### src/hw/msd_pkg.sv
/*
 Package for the muting state and diagnostics block: state codes,
 diagnostic bit positions, timing constants and carrier structs.
 Assumes nothing of its surroundings.
*/
package msd_pkg;

   // State codes, 8-bit
   typedef enum logic [7:0] {
      MSD_ST_UNDEF  = 8'h00,
      MSD_ST_RUN    = 8'h01,
      MSD_ST_STOP   = 8'h02,
      MSD_ST_SAFE   = 8'h03,
      MSD_ST_ERROR  = 8'h04,
      MSD_ST_RESET  = 8'h05,
      MSD_ST_DELAY  = 8'h08,
      MSD_ST_PH1    = 8'h09,
      MSD_ST_PH2    = 8'h0a,
      MSD_ST_PH3    = 8'h0b,
      MSD_ST_PH4    = 8'h0c,
      MSD_ST_PH5    = 8'h0d,
      MSD_ST_PH6    = 8'h0e,
      MSD_ST_PH7    = 8'h0f,
      MSD_ST_PH8    = 8'h10,
      MSD_ST_PH9    = 8'h11
   } msd_state_t;

   localparam logic [7:0] MSD_PHASE_FIRST = 8'h09;
   localparam logic [7:0] MSD_PHASE_LAST  = 8'h11;

   // Diagnostic word bit positions
   localparam int MSD_DG_DISC_M1   = 0;
   localparam int MSD_DG_DISC_OSSD = 1;
   localparam int MSD_DG_DISC_M2   = 2;
   localparam int MSD_DG_FB_DIRECT = 4;
   localparam int MSD_DG_FB_DELAY  = 5;
   localparam int MSD_DG_SEQ       = 6;
   localparam int MSD_DG_MAXTIME   = 7;
   localparam int MSD_DG_PEND_M1   = 8;
   localparam int MSD_DG_PEND_OSSD = 9;
   localparam int MSD_DG_PEND_M2   = 10;
   localparam logic [15:0] MSD_DIAG_RESET = 16'h0000;

   // Timing, 100 MHz clock
   localparam int MSD_CLK_MHZ       = 100;
   localparam int MSD_DELAY_MS      = 500;
   localparam int MSD_DELAY_CYC     = MSD_DELAY_MS * 1000 * MSD_CLK_MHZ;
   localparam int MSD_DISC_MS       = 250;
   localparam int MSD_DISC_CYC      = MSD_DISC_MS * 1000 * MSD_CLK_MHZ;
   localparam int MSD_FB_MS         = 200;
   localparam int MSD_FB_CYC        = MSD_FB_MS * 1000 * MSD_CLK_MHZ;
   localparam int MSD_MAXMUTE_MIN   = 10;
   localparam longint MSD_MAXMUTE_CYC = longint'(MSD_MAXMUTE_MIN) * 60 * 1000000 * MSD_CLK_MHZ;

   // Raw pin inputs
   typedef struct packed {
      logic curtain_channel_one;
      logic curtain_channel_two;
      logic bypass_sensor_one;
      logic bypass_sensor_two;
      logic bypass_sensor_three;
      logic bypass_sensor_four;
      logic feedback_loop_direct;
      logic feedback_loop_delayed;
   } msd_pins_t;

   // Outputs to the owning group
   typedef struct packed {
      logic direct_safe_output;
      logic delayed_safe_output;
      logic bypass_indicator;
      logic error_flag;
   } msd_outs_t;

endpackage

### src/hw/msd_muting_state_diag.sv
/*
 Muting state machine with diagnostic word and state code.
 Assumes pin inputs are asynchronous (synchronised here), and that the
 run permit, enables and acknowledge come from logic on the same clock.
*/
// Summary of operation
// RL1 - Bits 0..2 flag discrepancy in mute group one, curtain pair, mute group two
// RL2 - Bits 4 and 5 flag feedback check failure of direct and delayed outputs
// RL3 - Bit 6 flags muting sensors operated out of order
// RL4 - Bit 7 flags muting lasting longer than the maximum time
// RL5 - Bits 8..10 show discrepancy conditions not yet cleared
// RL6 - State code is 8 bits; 0 undefined, 6 and 7 never reported
// RL7 - Run state 1: field clear, no muting; both outputs on
// RL8 - Stop state 2 whenever run permit is low; all outputs off
// RL9 - Safe state 3 after delay expires with field broken, no muting
// RL10 - Any error enters state 4 with error flag set, outputs off
// RL11 - Reset state 5 only when no error pending and acknowledge true
// RL12 - Delay state 8: direct output off, delayed output still on
// RL13 - Discrepancy in state 8 waits for delay end before error
// RL14 - Nine muting phases 9..17 with indicator and both outputs on
// RL15 - Without muting, broken field switches direct output off immediately
// RL16 - Discrepancy monitoring only with non-zero time, starts on safe request
// RL17 - With feedback active, output leaves safe state only if feedback is one; here it switches on regardless, and a mismatch lasting FB_CYC is an error
// RL18 - Error flag holds until group acknowledge resets it; run permit low also clears it through stop state 2
// RL19 - Only the expected sensor transition advances a phase; others are errors
`timescale 1ns/1ps
module msd_muting_state_diag
   import msd_pkg::*;
#(
   parameter int     DELAY_CYC   = MSD_DELAY_CYC,
   parameter int     DISC_CYC    = MSD_DISC_CYC,
   parameter int     FB_CYC      = MSD_FB_CYC,
   parameter longint MAXMUTE_CYC = MSD_MAXMUTE_CYC
) (
   // Clock and reset
   input  wire logic        clk,
   input  wire logic        rst,
   input  wire logic        clk_en,
   // Configuration
   input  wire logic        disc_check_enable,
   input  wire logic        feedback_direct_enable,
   input  wire logic        feedback_delayed_enable,
   input  wire logic        max_time_enable,
   // Group control
   input  wire logic        block_run_permit,
   input  wire logic        group_error_acknowledge,
   input  wire logic        bypass_enable_request,
   // Field pins
   input  wire msd_pins_t   pins,
   // Outputs
   output msd_outs_t        outs,
   output logic [15:0]      fault_diagnostic_word,
   output logic [7:0]       machine_state_code
);

   localparam int PINW = $bits(msd_pins_t);

   logic [PINW-1:0] s1_r, s2_r, s3_r, clean_r;
   msd_pins_t       in_c;
   msd_state_t      st_r, st_nxt;
   logic [31:0]     delay_cnt_r;
   logic [63:0]     mute_cnt_r;
   logic [31:0]     disc_cnt_r [3];
   logic [31:0]     fb_cnt_r [2];
   logic [2:0]      disc_err, disc_pend;
   logic [1:0]      fb_err;
   logic [3:0]      mute_prev_r;
   logic [3:0]      mute_now;
   logic            seq_err, max_err, any_err;
   logic [15:0]     diag_r;
   logic            protective_field_clear;
   logic            delay_done;

   // Three-stage sync; change counts when stages two and three agree
   always_ff @(posedge clk) begin
      if (rst) begin
         s1_r    <= '0;
         s2_r    <= '0;
         s3_r    <= '0;
         clean_r <= '0;
      end else if (clk_en) begin
         s1_r <= pins;
         s2_r <= s1_r;
         s3_r <= s2_r;
         for (int i = 0; i < PINW; i++) begin
            if (s2_r[i] == s3_r[i]) begin
               clean_r[i] <= s3_r[i];
            end
         end
      end
   end
   assign in_c = msd_pins_t'(clean_r);

   assign protective_field_clear = in_c.curtain_channel_one & in_c.curtain_channel_two;
   assign mute_now = {in_c.bypass_sensor_four, in_c.bypass_sensor_three,
                      in_c.bypass_sensor_two, in_c.bypass_sensor_one};

   // Discrepancy timers for the three channel pairs
   logic [1:0] pair_in [3];
   assign pair_in[0] = {in_c.bypass_sensor_one, in_c.bypass_sensor_two};
   assign pair_in[1] = {in_c.curtain_channel_one, in_c.curtain_channel_two};
   assign pair_in[2] = {in_c.bypass_sensor_three, in_c.bypass_sensor_four};

   // RL16 gated discrepancy monitor
   always_ff @(posedge clk) begin
      if (rst) begin
         for (int i = 0; i < 3; i++) begin
            disc_cnt_r[i] <= 32'h0;
         end
      end else if (clk_en) begin
         for (int i = 0; i < 3; i++) begin
            if (!disc_check_enable || DISC_CYC == 0 || (pair_in[i][0] == pair_in[i][1])) begin
               disc_cnt_r[i] <= 32'h0;
            end else if (disc_cnt_r[i] < 32'(DISC_CYC)) begin
               disc_cnt_r[i] <= disc_cnt_r[i] + 32'h1;
            end
         end
      end
   end

   always_comb begin
      for (int i = 0; i < 3; i++) begin
         disc_err[i]  = (disc_cnt_r[i] >= 32'(DISC_CYC)) && disc_check_enable && (DISC_CYC != 0);
         disc_pend[i] = disc_err[i];
      end
   end

   // RL17 feedback must follow output to leave safe state; here a mismatch lasting FB_CYC is an error
   always_ff @(posedge clk) begin
      if (rst) begin
         fb_cnt_r[0] <= 32'h0;
         fb_cnt_r[1] <= 32'h0;
      end else if (clk_en) begin
         if (!feedback_direct_enable || (outs.direct_safe_output == in_c.feedback_loop_direct)) begin
            fb_cnt_r[0] <= 32'h0;
         end else if (fb_cnt_r[0] < 32'(FB_CYC)) begin
            fb_cnt_r[0] <= fb_cnt_r[0] + 32'h1;
         end
         if (!feedback_delayed_enable || (outs.delayed_safe_output == in_c.feedback_loop_delayed)) begin
            fb_cnt_r[1] <= 32'h0;
         end else if (fb_cnt_r[1] < 32'(FB_CYC)) begin
            fb_cnt_r[1] <= fb_cnt_r[1] + 32'h1;
         end
      end
   end
   assign fb_err[0] = fb_cnt_r[0] >= 32'(FB_CYC);
   assign fb_err[1] = fb_cnt_r[1] >= 32'(FB_CYC);

   // Muting sequence: phase n expects sensor (n-1) mod 4 to toggle
   logic       in_phase;
   logic [7:0] ph_idx;
   logic [1:0] exp_sensor;
   logic       sensor_moved, exp_moved, mute_end;
   assign in_phase     = (st_r >= MSD_PHASE_FIRST) && (st_r <= MSD_PHASE_LAST);
   assign ph_idx       = 8'(st_r - MSD_PHASE_FIRST);
   assign exp_sensor   = 2'(ph_idx % 8'h04);
   assign sensor_moved = (mute_now != mute_prev_r);
   assign exp_moved    = ((mute_now ^ mute_prev_r) == (4'h1 << exp_sensor));
   assign mute_end     = (st_r == MSD_PHASE_LAST) && exp_moved;
   // RL19 unexpected transition is a violation
   assign seq_err      = in_phase && sensor_moved && !exp_moved;

   always_ff @(posedge clk) begin
      if (rst) begin
         mute_prev_r <= 4'h0;
      end else if (clk_en) begin
         mute_prev_r <= mute_now;
      end
   end

   // Maximum muting time, limited by the long count parameter
   always_ff @(posedge clk) begin
      if (rst) begin
         mute_cnt_r <= 64'h0;
      end else if (clk_en) begin
         if (!in_phase) begin
            mute_cnt_r <= 64'h0;
         end else if (mute_cnt_r < 64'(MAXMUTE_CYC)) begin
            mute_cnt_r <= mute_cnt_r + 64'h1;
         end
      end
   end
   // RL4 overtime flag
   assign max_err = max_time_enable && in_phase && (mute_cnt_r >= 64'(MAXMUTE_CYC));

   // Output delay timer runs while in delay state
   always_ff @(posedge clk) begin
      if (rst) begin
         delay_cnt_r <= 32'h0;
      end else if (clk_en) begin
         if (st_r != MSD_ST_DELAY) begin
            delay_cnt_r <= 32'h0;
         end else if (delay_cnt_r < 32'(DELAY_CYC)) begin
            delay_cnt_r <= delay_cnt_r + 32'h1;
         end
      end
   end
   assign delay_done = (delay_cnt_r + 32'h1) >= 32'(DELAY_CYC);

   assign any_err = (|disc_err) || (|fb_err) || seq_err || max_err;

   // Next state
   always_comb begin
      st_nxt = st_r;
      case (st_r)
         MSD_ST_ERROR: begin
            // RL11 acknowledge only without pending error
            if (!any_err && group_error_acknowledge) begin
               st_nxt = MSD_ST_RESET;
            end
         end
         MSD_ST_DELAY: begin
            // RL13 error waits for delay end
            // RL9 delay expiry to safe
            if (delay_done) begin
               st_nxt = any_err ? MSD_ST_ERROR : MSD_ST_SAFE;
            end else if (protective_field_clear && !any_err) begin
               st_nxt = MSD_ST_RUN;
            end
         end
         MSD_ST_UNDEF, MSD_ST_STOP, MSD_ST_RESET, MSD_ST_SAFE, MSD_ST_RUN: begin
            if (any_err) begin
               st_nxt = MSD_ST_ERROR;
            end else if (bypass_enable_request && protective_field_clear && mute_now == 4'h1
                         && mute_prev_r == 4'h0) begin
               // RL14 first sensor starts the phases
               st_nxt = MSD_ST_PH1;
            end else if (protective_field_clear) begin
               // RL7 clear field runs
               st_nxt = MSD_ST_RUN;
            end else if (st_r == MSD_ST_RUN) begin
               // RL12 broken field starts delay
               st_nxt = MSD_ST_DELAY;
            end else begin
               st_nxt = MSD_ST_SAFE;
            end
         end
         default: begin
            // RL10 any error from a phase
            if (any_err) begin
               st_nxt = MSD_ST_ERROR;
            end else if (!bypass_enable_request) begin
               // RL15 muting withdrawn acts as no muting
               st_nxt = protective_field_clear ? MSD_ST_RUN : MSD_ST_DELAY;
            end else if (mute_end) begin
               st_nxt = MSD_ST_RUN;
            end else if (exp_moved) begin
               st_nxt = msd_state_t'(8'(st_r + 8'h01));
            end
         end
      endcase
      // RL8 run permit overrides all
      if (!block_run_permit) begin
         st_nxt = MSD_ST_STOP;
      end
   end

   // RL6 only legal codes are held
   always_ff @(posedge clk) begin
      if (rst) begin
         st_r <= MSD_ST_STOP;
      end else if (clk_en) begin
         st_r <= st_nxt;
      end
   end

   // Diagnostic bits stick until an acknowledged reset; set wins over clear
   logic [15:0] diag_set;
   always_comb begin
      diag_set = 16'h0000;
      // RL1 discrepancy bits
      diag_set[MSD_DG_DISC_M1]   = disc_err[0];
      diag_set[MSD_DG_DISC_OSSD] = disc_err[1];
      diag_set[MSD_DG_DISC_M2]   = disc_err[2];
      // RL2 feedback bits
      diag_set[MSD_DG_FB_DIRECT] = fb_err[0];
      diag_set[MSD_DG_FB_DELAY]  = fb_err[1];
      // RL3 sequence bit
      diag_set[MSD_DG_SEQ]       = seq_err;
      diag_set[MSD_DG_MAXTIME]   = max_err;
   end

   always_ff @(posedge clk) begin
      if (rst) begin
         diag_r <= MSD_DIAG_RESET;
      end else if (clk_en) begin
         if (st_nxt == MSD_ST_RESET) begin
            diag_r <= diag_set;
         end else begin
            diag_r <= diag_r | diag_set;
         end
      end
   end

   // Registered outputs from the next state
   always_ff @(posedge clk) begin
      if (rst) begin
         outs                  <= '0;
         fault_diagnostic_word <= MSD_DIAG_RESET;
         machine_state_code    <= MSD_ST_STOP;
      end else if (clk_en) begin
         machine_state_code <= st_nxt;
         fault_diagnostic_word <= (st_nxt == MSD_ST_RESET ? diag_set : (diag_r | diag_set));
         // RL5 pending bits live
         fault_diagnostic_word[MSD_DG_PEND_M1]   <= disc_pend[0];
         fault_diagnostic_word[MSD_DG_PEND_OSSD] <= disc_pend[1];
         fault_diagnostic_word[MSD_DG_PEND_M2]   <= disc_pend[2];
         // RL18 error flag only in error state
         outs.error_flag <= (st_nxt == MSD_ST_ERROR);
         outs.bypass_indicator <= (st_nxt >= MSD_PHASE_FIRST) && (st_nxt <= MSD_PHASE_LAST);
         outs.direct_safe_output <= (st_nxt == MSD_ST_RUN) ||
                                    ((st_nxt >= MSD_PHASE_FIRST) && (st_nxt <= MSD_PHASE_LAST));
         outs.delayed_safe_output <= (st_nxt == MSD_ST_RUN) || (st_nxt == MSD_ST_DELAY) ||
                                     ((st_nxt >= MSD_PHASE_FIRST) && (st_nxt <= MSD_PHASE_LAST));
      end
   end

endmodule

### config.mk
export PLATFORM = sky130hd
export DESIGN_NAME = msd_muting_state_diag
export DESIGN_NICKNAME = d
export VERILOG_FILES = /design/src/hw/msd_pkg.sv /design/src/hw/msd_muting_state_diag.sv
export SDC_FILE = /design/constraint.sdc
export NUM_CORES = 1
export LEC_CHECK = 0
export ABC_AREA = 1
export BUFFER_PORTS_ARGS = -buffer_cell sky130_fd_sc_hd__buf_2
export CAP_MARGIN = 10
export CORE_ASPECT_RATIO = 2
export CORE_MARGIN = 3
export CORE_UTILIZATION = 63
export DETAILED_ROUTE_END_ITERATION = 12
export PLACE_DENSITY = 0.8
export SLEW_MARGIN = 25
export SYNTH_ARGS = -nofsm -noshare
export SYNTH_HDL_FRONTEND = slang
export SYNTH_SLANG_ARGS = --single-unit
### constraint.sdc
create_clock -name clk -period 3 [get_ports clk]
set_input_delay 0.3 -clock clk [delete_from_list [all_inputs] [get_ports clk]]
set_output_delay 0.3 -clock clk [all_outputs]
set_load 0.02 [all_outputs]
==> flow_metrics.env <==
export IMPL_crit_chain="ha_2 > nand2_1 > nor2_1 > inv_1 > nor2_2 > nand2_2 > nor4_4 > nand3_2 > nor2_2 > inv_2 > nor2_4 > nand3_2 > nor2_4 > inv_2 > nor3_4 > nand2_1 > nor2_2 > nand2_1 > nand2_1 > o21ba_4"
export IMPL_fin_ws_ns=-0.0855
export IMPL_cts_buffers=29
export IMPL_cpPeakStageDelay_ns=0.40
export IMPL_synth_adder_area_share_pct=1.61
export IMPL_dp_hpwl_um=27400
export IMPL_end_kind="register"
export IMPL_multi_input_area_mm2=0.00773
export IMPL_io_buffers=39
export IMPL_relSlewSlack_pct=48.2
export IMPL_cp_endpoint="disc_cnt_r[1][22]"
export IMPL_timing_rr_end="disc_cnt_r[1][22]"
export IMPL_grt_overflow_total=0
export IMPL_wl_per_cell_um=14.8
export IMPL_reg2reg_slack_ns=-0.09
export IMPL_hold_violations=0
export IMPL_wl_um=39100
export IMPL_viasPerCell=5.46
export IMPL_tritoncts="built"
export IMPL_critPathKind="register to register"
export IMPL_ys_async_sr_fraction_pct=0
export IMPL_synth_seq_area_share_pct=48.3
export IMPL_synthesis_area_mm2=0.0163
export IMPL_syn_area_per_cell_um2=7.68
export IMPL_skew_ns=0.0236
export IMPL_grt_start_max_net_pins=46
export IMPL_seq_power_share_pct=51.3
export IMPL_die_area_mm2=0.0280
export IMPL_clockPowerShare_pct=42.2
export IMPL_ctsLongestPathBuffers=3
export IMPL_fp_dieH_um=234
export IMPL_synth_seq_cells=314
export IMPL_synth_cells=2126
export IMPL_period_share_pct=103
export IMPL_violations="setup timing"
export IMPL_cts_clk_slew_worst_paths_ns=0.07
export IMPL_cpMostUsedCell="nand2_1"
export IMPL_synth_compound_area_share_pct=10.5
export IMPL_required_ns=3.32
export IMPL_first_iter_violations=869
export IMPL_ff_latch_area_mm2=0.00791
export IMPL_grt_pass1_wl_um=62100
export IMPL_synth_area_mux_share_pct=0
export IMPL_r2r_worst_path_cells=20
export IMPL_core_area_mm2=0.0253
export IMPL_ioPinCount=46
export IMPL_synth_top_family_by_area="simple AND/OR/NAND/NOR gates"
export IMPL_drc=0
export IMPL_rsz0062_at_grt="yes"
export IMPL_ir_worst_vdd_mv=0.537
export IMPL_cts_sinks=314
export IMPL_antenna_found_initial=0
export IMPL_yosys_most_used_dff="edfxtp_1"
export IMPL_final_instance_count_excl_fill=2632
export IMPL_die_width_um=120
export IMPL_hold_class="input pin to register"
export IMPL_via_count=14400
export IMPL_worstPathArrival_ns=3.41
export IMPL_power_leakage_nw=7.19
export IMPL_clockRootBuffer="clkbuf_16"
export IMPL_cp_max_fo=4
export IMPL_r2r_start="disc_cnt_r[1][1]"
export IMPL_ys_types=56
export IMPL_status="complete, but fails checks"
export IMPL_final_max_slew_viol_count=0
export IMPL_yosysWarnings=0
export IMPL_p_sw_w=0.00221
export IMPL_switching_share_pct=23.8
export IMPL_grt_pass1_vias=13700
export IMPL_slowest_stage="edfxtp_1"
export IMPL_finalCriticalPeriod_ns=3.09
export IMPL_crit_path_start="disc_cnt_r[1][1]"
export IMPL_worstSetupStartpointType="register"
export IMPL_synthSimpleGateAreaFrac_pct=29.8
export IMPL_power_w=0.00929
export IMPL_start_util_pct=64.4
export IMPL_power_density_mw_per_mm2=487
export IMPL_nNetsFinal=2311
export IMPL_num_rows=82
export IMPL_p_comb_share_pct=6.5
export IMPL_fillCellCount=1957
export IMPL_worst_pin_slew_ns=0.776
export IMPL_ant_nets=0
export IMPL_synthToLayoutAreaGrowth_pct=16.7
export IMPL_synth_edf_count=160
export IMPL_gp_congestion=0.935
export IMPL_fmax_mhz=324
export IMPL_htreeDepth=1
export IMPL_grtUsageTotal_pct=26.7
export IMPL_intPower_w=0.00708
export IMPL_synth_xor_area_share_pct=1.61
export IMPL_drive_above_1_share_pct=15.2
export IMPL_dr_pass1_iters=5
export IMPL_finalSetupViolCount=2
export IMPL_clock_latency_ns=0.57
export IMPL_dp_cells=2536
export IMPL_cap_violations=0
-- worst max-delay path, delay by kind of cell, from the launching register on --
kind	cells	cell delay, ns
AOI/OAI and AO/OA	1	0.15
adders and majority gates	1	0.20
buffers and inverters	3	0.21
DFF	1	0.40
and+or+nand+nor	15	1.88
-- logic make-up after synthesis --
| family | count (synthesis) |
|---|---|
| and+or+nand+nor | 1089 |
| buffers and inverters | 350 |
| AOI/OAI and AO/OA | 321 |
| DFF | 314 |
| xor gates and xnor gates | 30 |
| adders and majority gates | 21 |
| other | 1 |
-- cells in the final DEF (no fill, tap or decap), types with 16 or more instances in the layout --
cell       Yosys  routed
ha_1          21      16
nand2_1      455     442
nor3_1        89      74
nor2_1       295     253
dfxtp_1      154     139
nand3_1      118     109
a21oi_1      171     170
xor2_1        22      22
o21ai_0      107     104
nor3_2         6      17
inv_1        290     286
buf_4          6      74
nand2_2       12      23
nor2_2        12      38
buf_2          1      39
clkbuf_16      0      30
edfxtp_1     160     160
nand4_1       39      39
nor3b_1       20      20
nor2_4         6      22
conb_1         1      41
-- worst min-delay path by stage --
| stage | startpoint | end | slack [ns] | cells after the start |
|---|---|---|---|---|
| finish | disc_check_enable | fault_diagnostic_word[8] | 0.08 | 3 |
| CTS | disc_check_enable | fault_diagnostic_word[8] | 0.06 | 3 |
| global placement | mute_cnt_r[50] | mute_cnt_r[50] | 0.43 | 2 |
| floorplan | mute_cnt_r[43] | mute_cnt_r[43] | 0.42 | 2 |
| detailed placement | mute_cnt_r[42] | mute_cnt_r[42] | 0.44 | 2 |
| global route | disc_check_enable | fault_diagnostic_word[8] | 0.09 | 3 |
-- Yosys cell counts (3+ instances only) --
master / n / area share, %
a211oi_1: 3 / 0.14
a21oi_1: 171 / 5.2
a21oi_2: 3 / 0.16
a31oi_1: 4 / 0.15
and3_1: 5 / 0.19
buf_4: 6 / 0.28
clkbuf_1: 37 / 0.85
clkinv_1: 3 / 0.069
dfxtp_1: 154 / 19
edfxtp_1: 160 / 29
ha_1: 21 / 1.6
inv_1: 290 / 6.7
inv_2: 11 / 0.25
nand2_1: 455 / 10
nand2_2: 12 / 0.46
nand3_1: 118 / 3.6
nand3_2: 8 / 0.49
nand3b_1: 4 / 0.18
nand4_1: 39 / 1.5
nor2_1: 295 / 6.8
nor2_2: 12 / 0.46
nor2_4: 6 / 0.41
nor3_1: 89 / 2.7
nor3_2: 6 / 0.37
nor3b_1: 20 / 0.92
nor4_1: 4 / 0.15
o211ai_1: 3 / 0.14
o21a_1: 7 / 0.32
o21ai_0: 107 / 3.3
o21ai_1: 8 / 0.25
or2_2: 3 / 0.11
xnor2_1: 8 / 0.43
xor2_1: 22 / 1.2
-- power groups by stage --
stage          Sequential (W)  Clock, W  Combinational (W)
5_1_grt               0.00478   0.00415           0.000679
4_1_cts               0.00476   0.00400           0.000573
3_3_place_gp          0.00485         0           0.000552
6_report              0.00476   0.00392           0.000608
3_5_place_dp          0.00485         0           0.000560
2_1_floorplan         0.00485         0           0.000368
-- state kept, by name, indices dropped and copies added (netlist names) --
signal and flops:
machine_state_code 8, mute_cnt_r 64, fb_cnt_r 64, fault_diagnostic_word 10, mute_prev_r 4, disc_cnt_r 96
s1_r 8, s3_r 8, delay_cnt_r 32, outs 4, clean_r 8, s2_r 8
-- routing by layer --
layer | global-route usage, % | wire (um)
met1 | 28.8 | 14600
met5 | 0 | 0
met4 | 11.7 | 1670
met2 | 51.6 | 21300
met3 | 3.32 | 1530
-- timing repair --
item | CTS | global route
gates resized for setup | 5 | 141
endpoints found under the setup margin | 10 | 71
setup buffers | 0 | 33
endpoints found under the hold margin | 8 | 0
pin swaps | 1 | 40
hold buffers | 8 | 0
-- through the flow --
step                      setup WS, ns  instance area, um2  hold slack, ns  TNS, ns  util, %
final                          -0.0855               19100          0.0771  -0.0903     75.2
after global routing            -0.258               19100          0.0914    -1.30     75.2
after CTS                      0.00297               18300          0.0602        0     72.4
after detailed placement       -0.0465               17200           0.437   -0.305     67.9
after global placement          0.0128               17200           0.432        0     67.9
after floorplan                  0.194               16500           0.418        0        -
-- area by class of cell --
cell class,count,area share (%)
repair buffers,121,4.36
inverters,304,6.00
flip-flops and latches,314,41.5
well taps,336,2.20
clock inverters,21,1.25
clock buffers,33,4.10
diodes,1,0.0131
multi-input cells,1502,40.6
No activity file was read; power rests on OpenSTA's default activity.
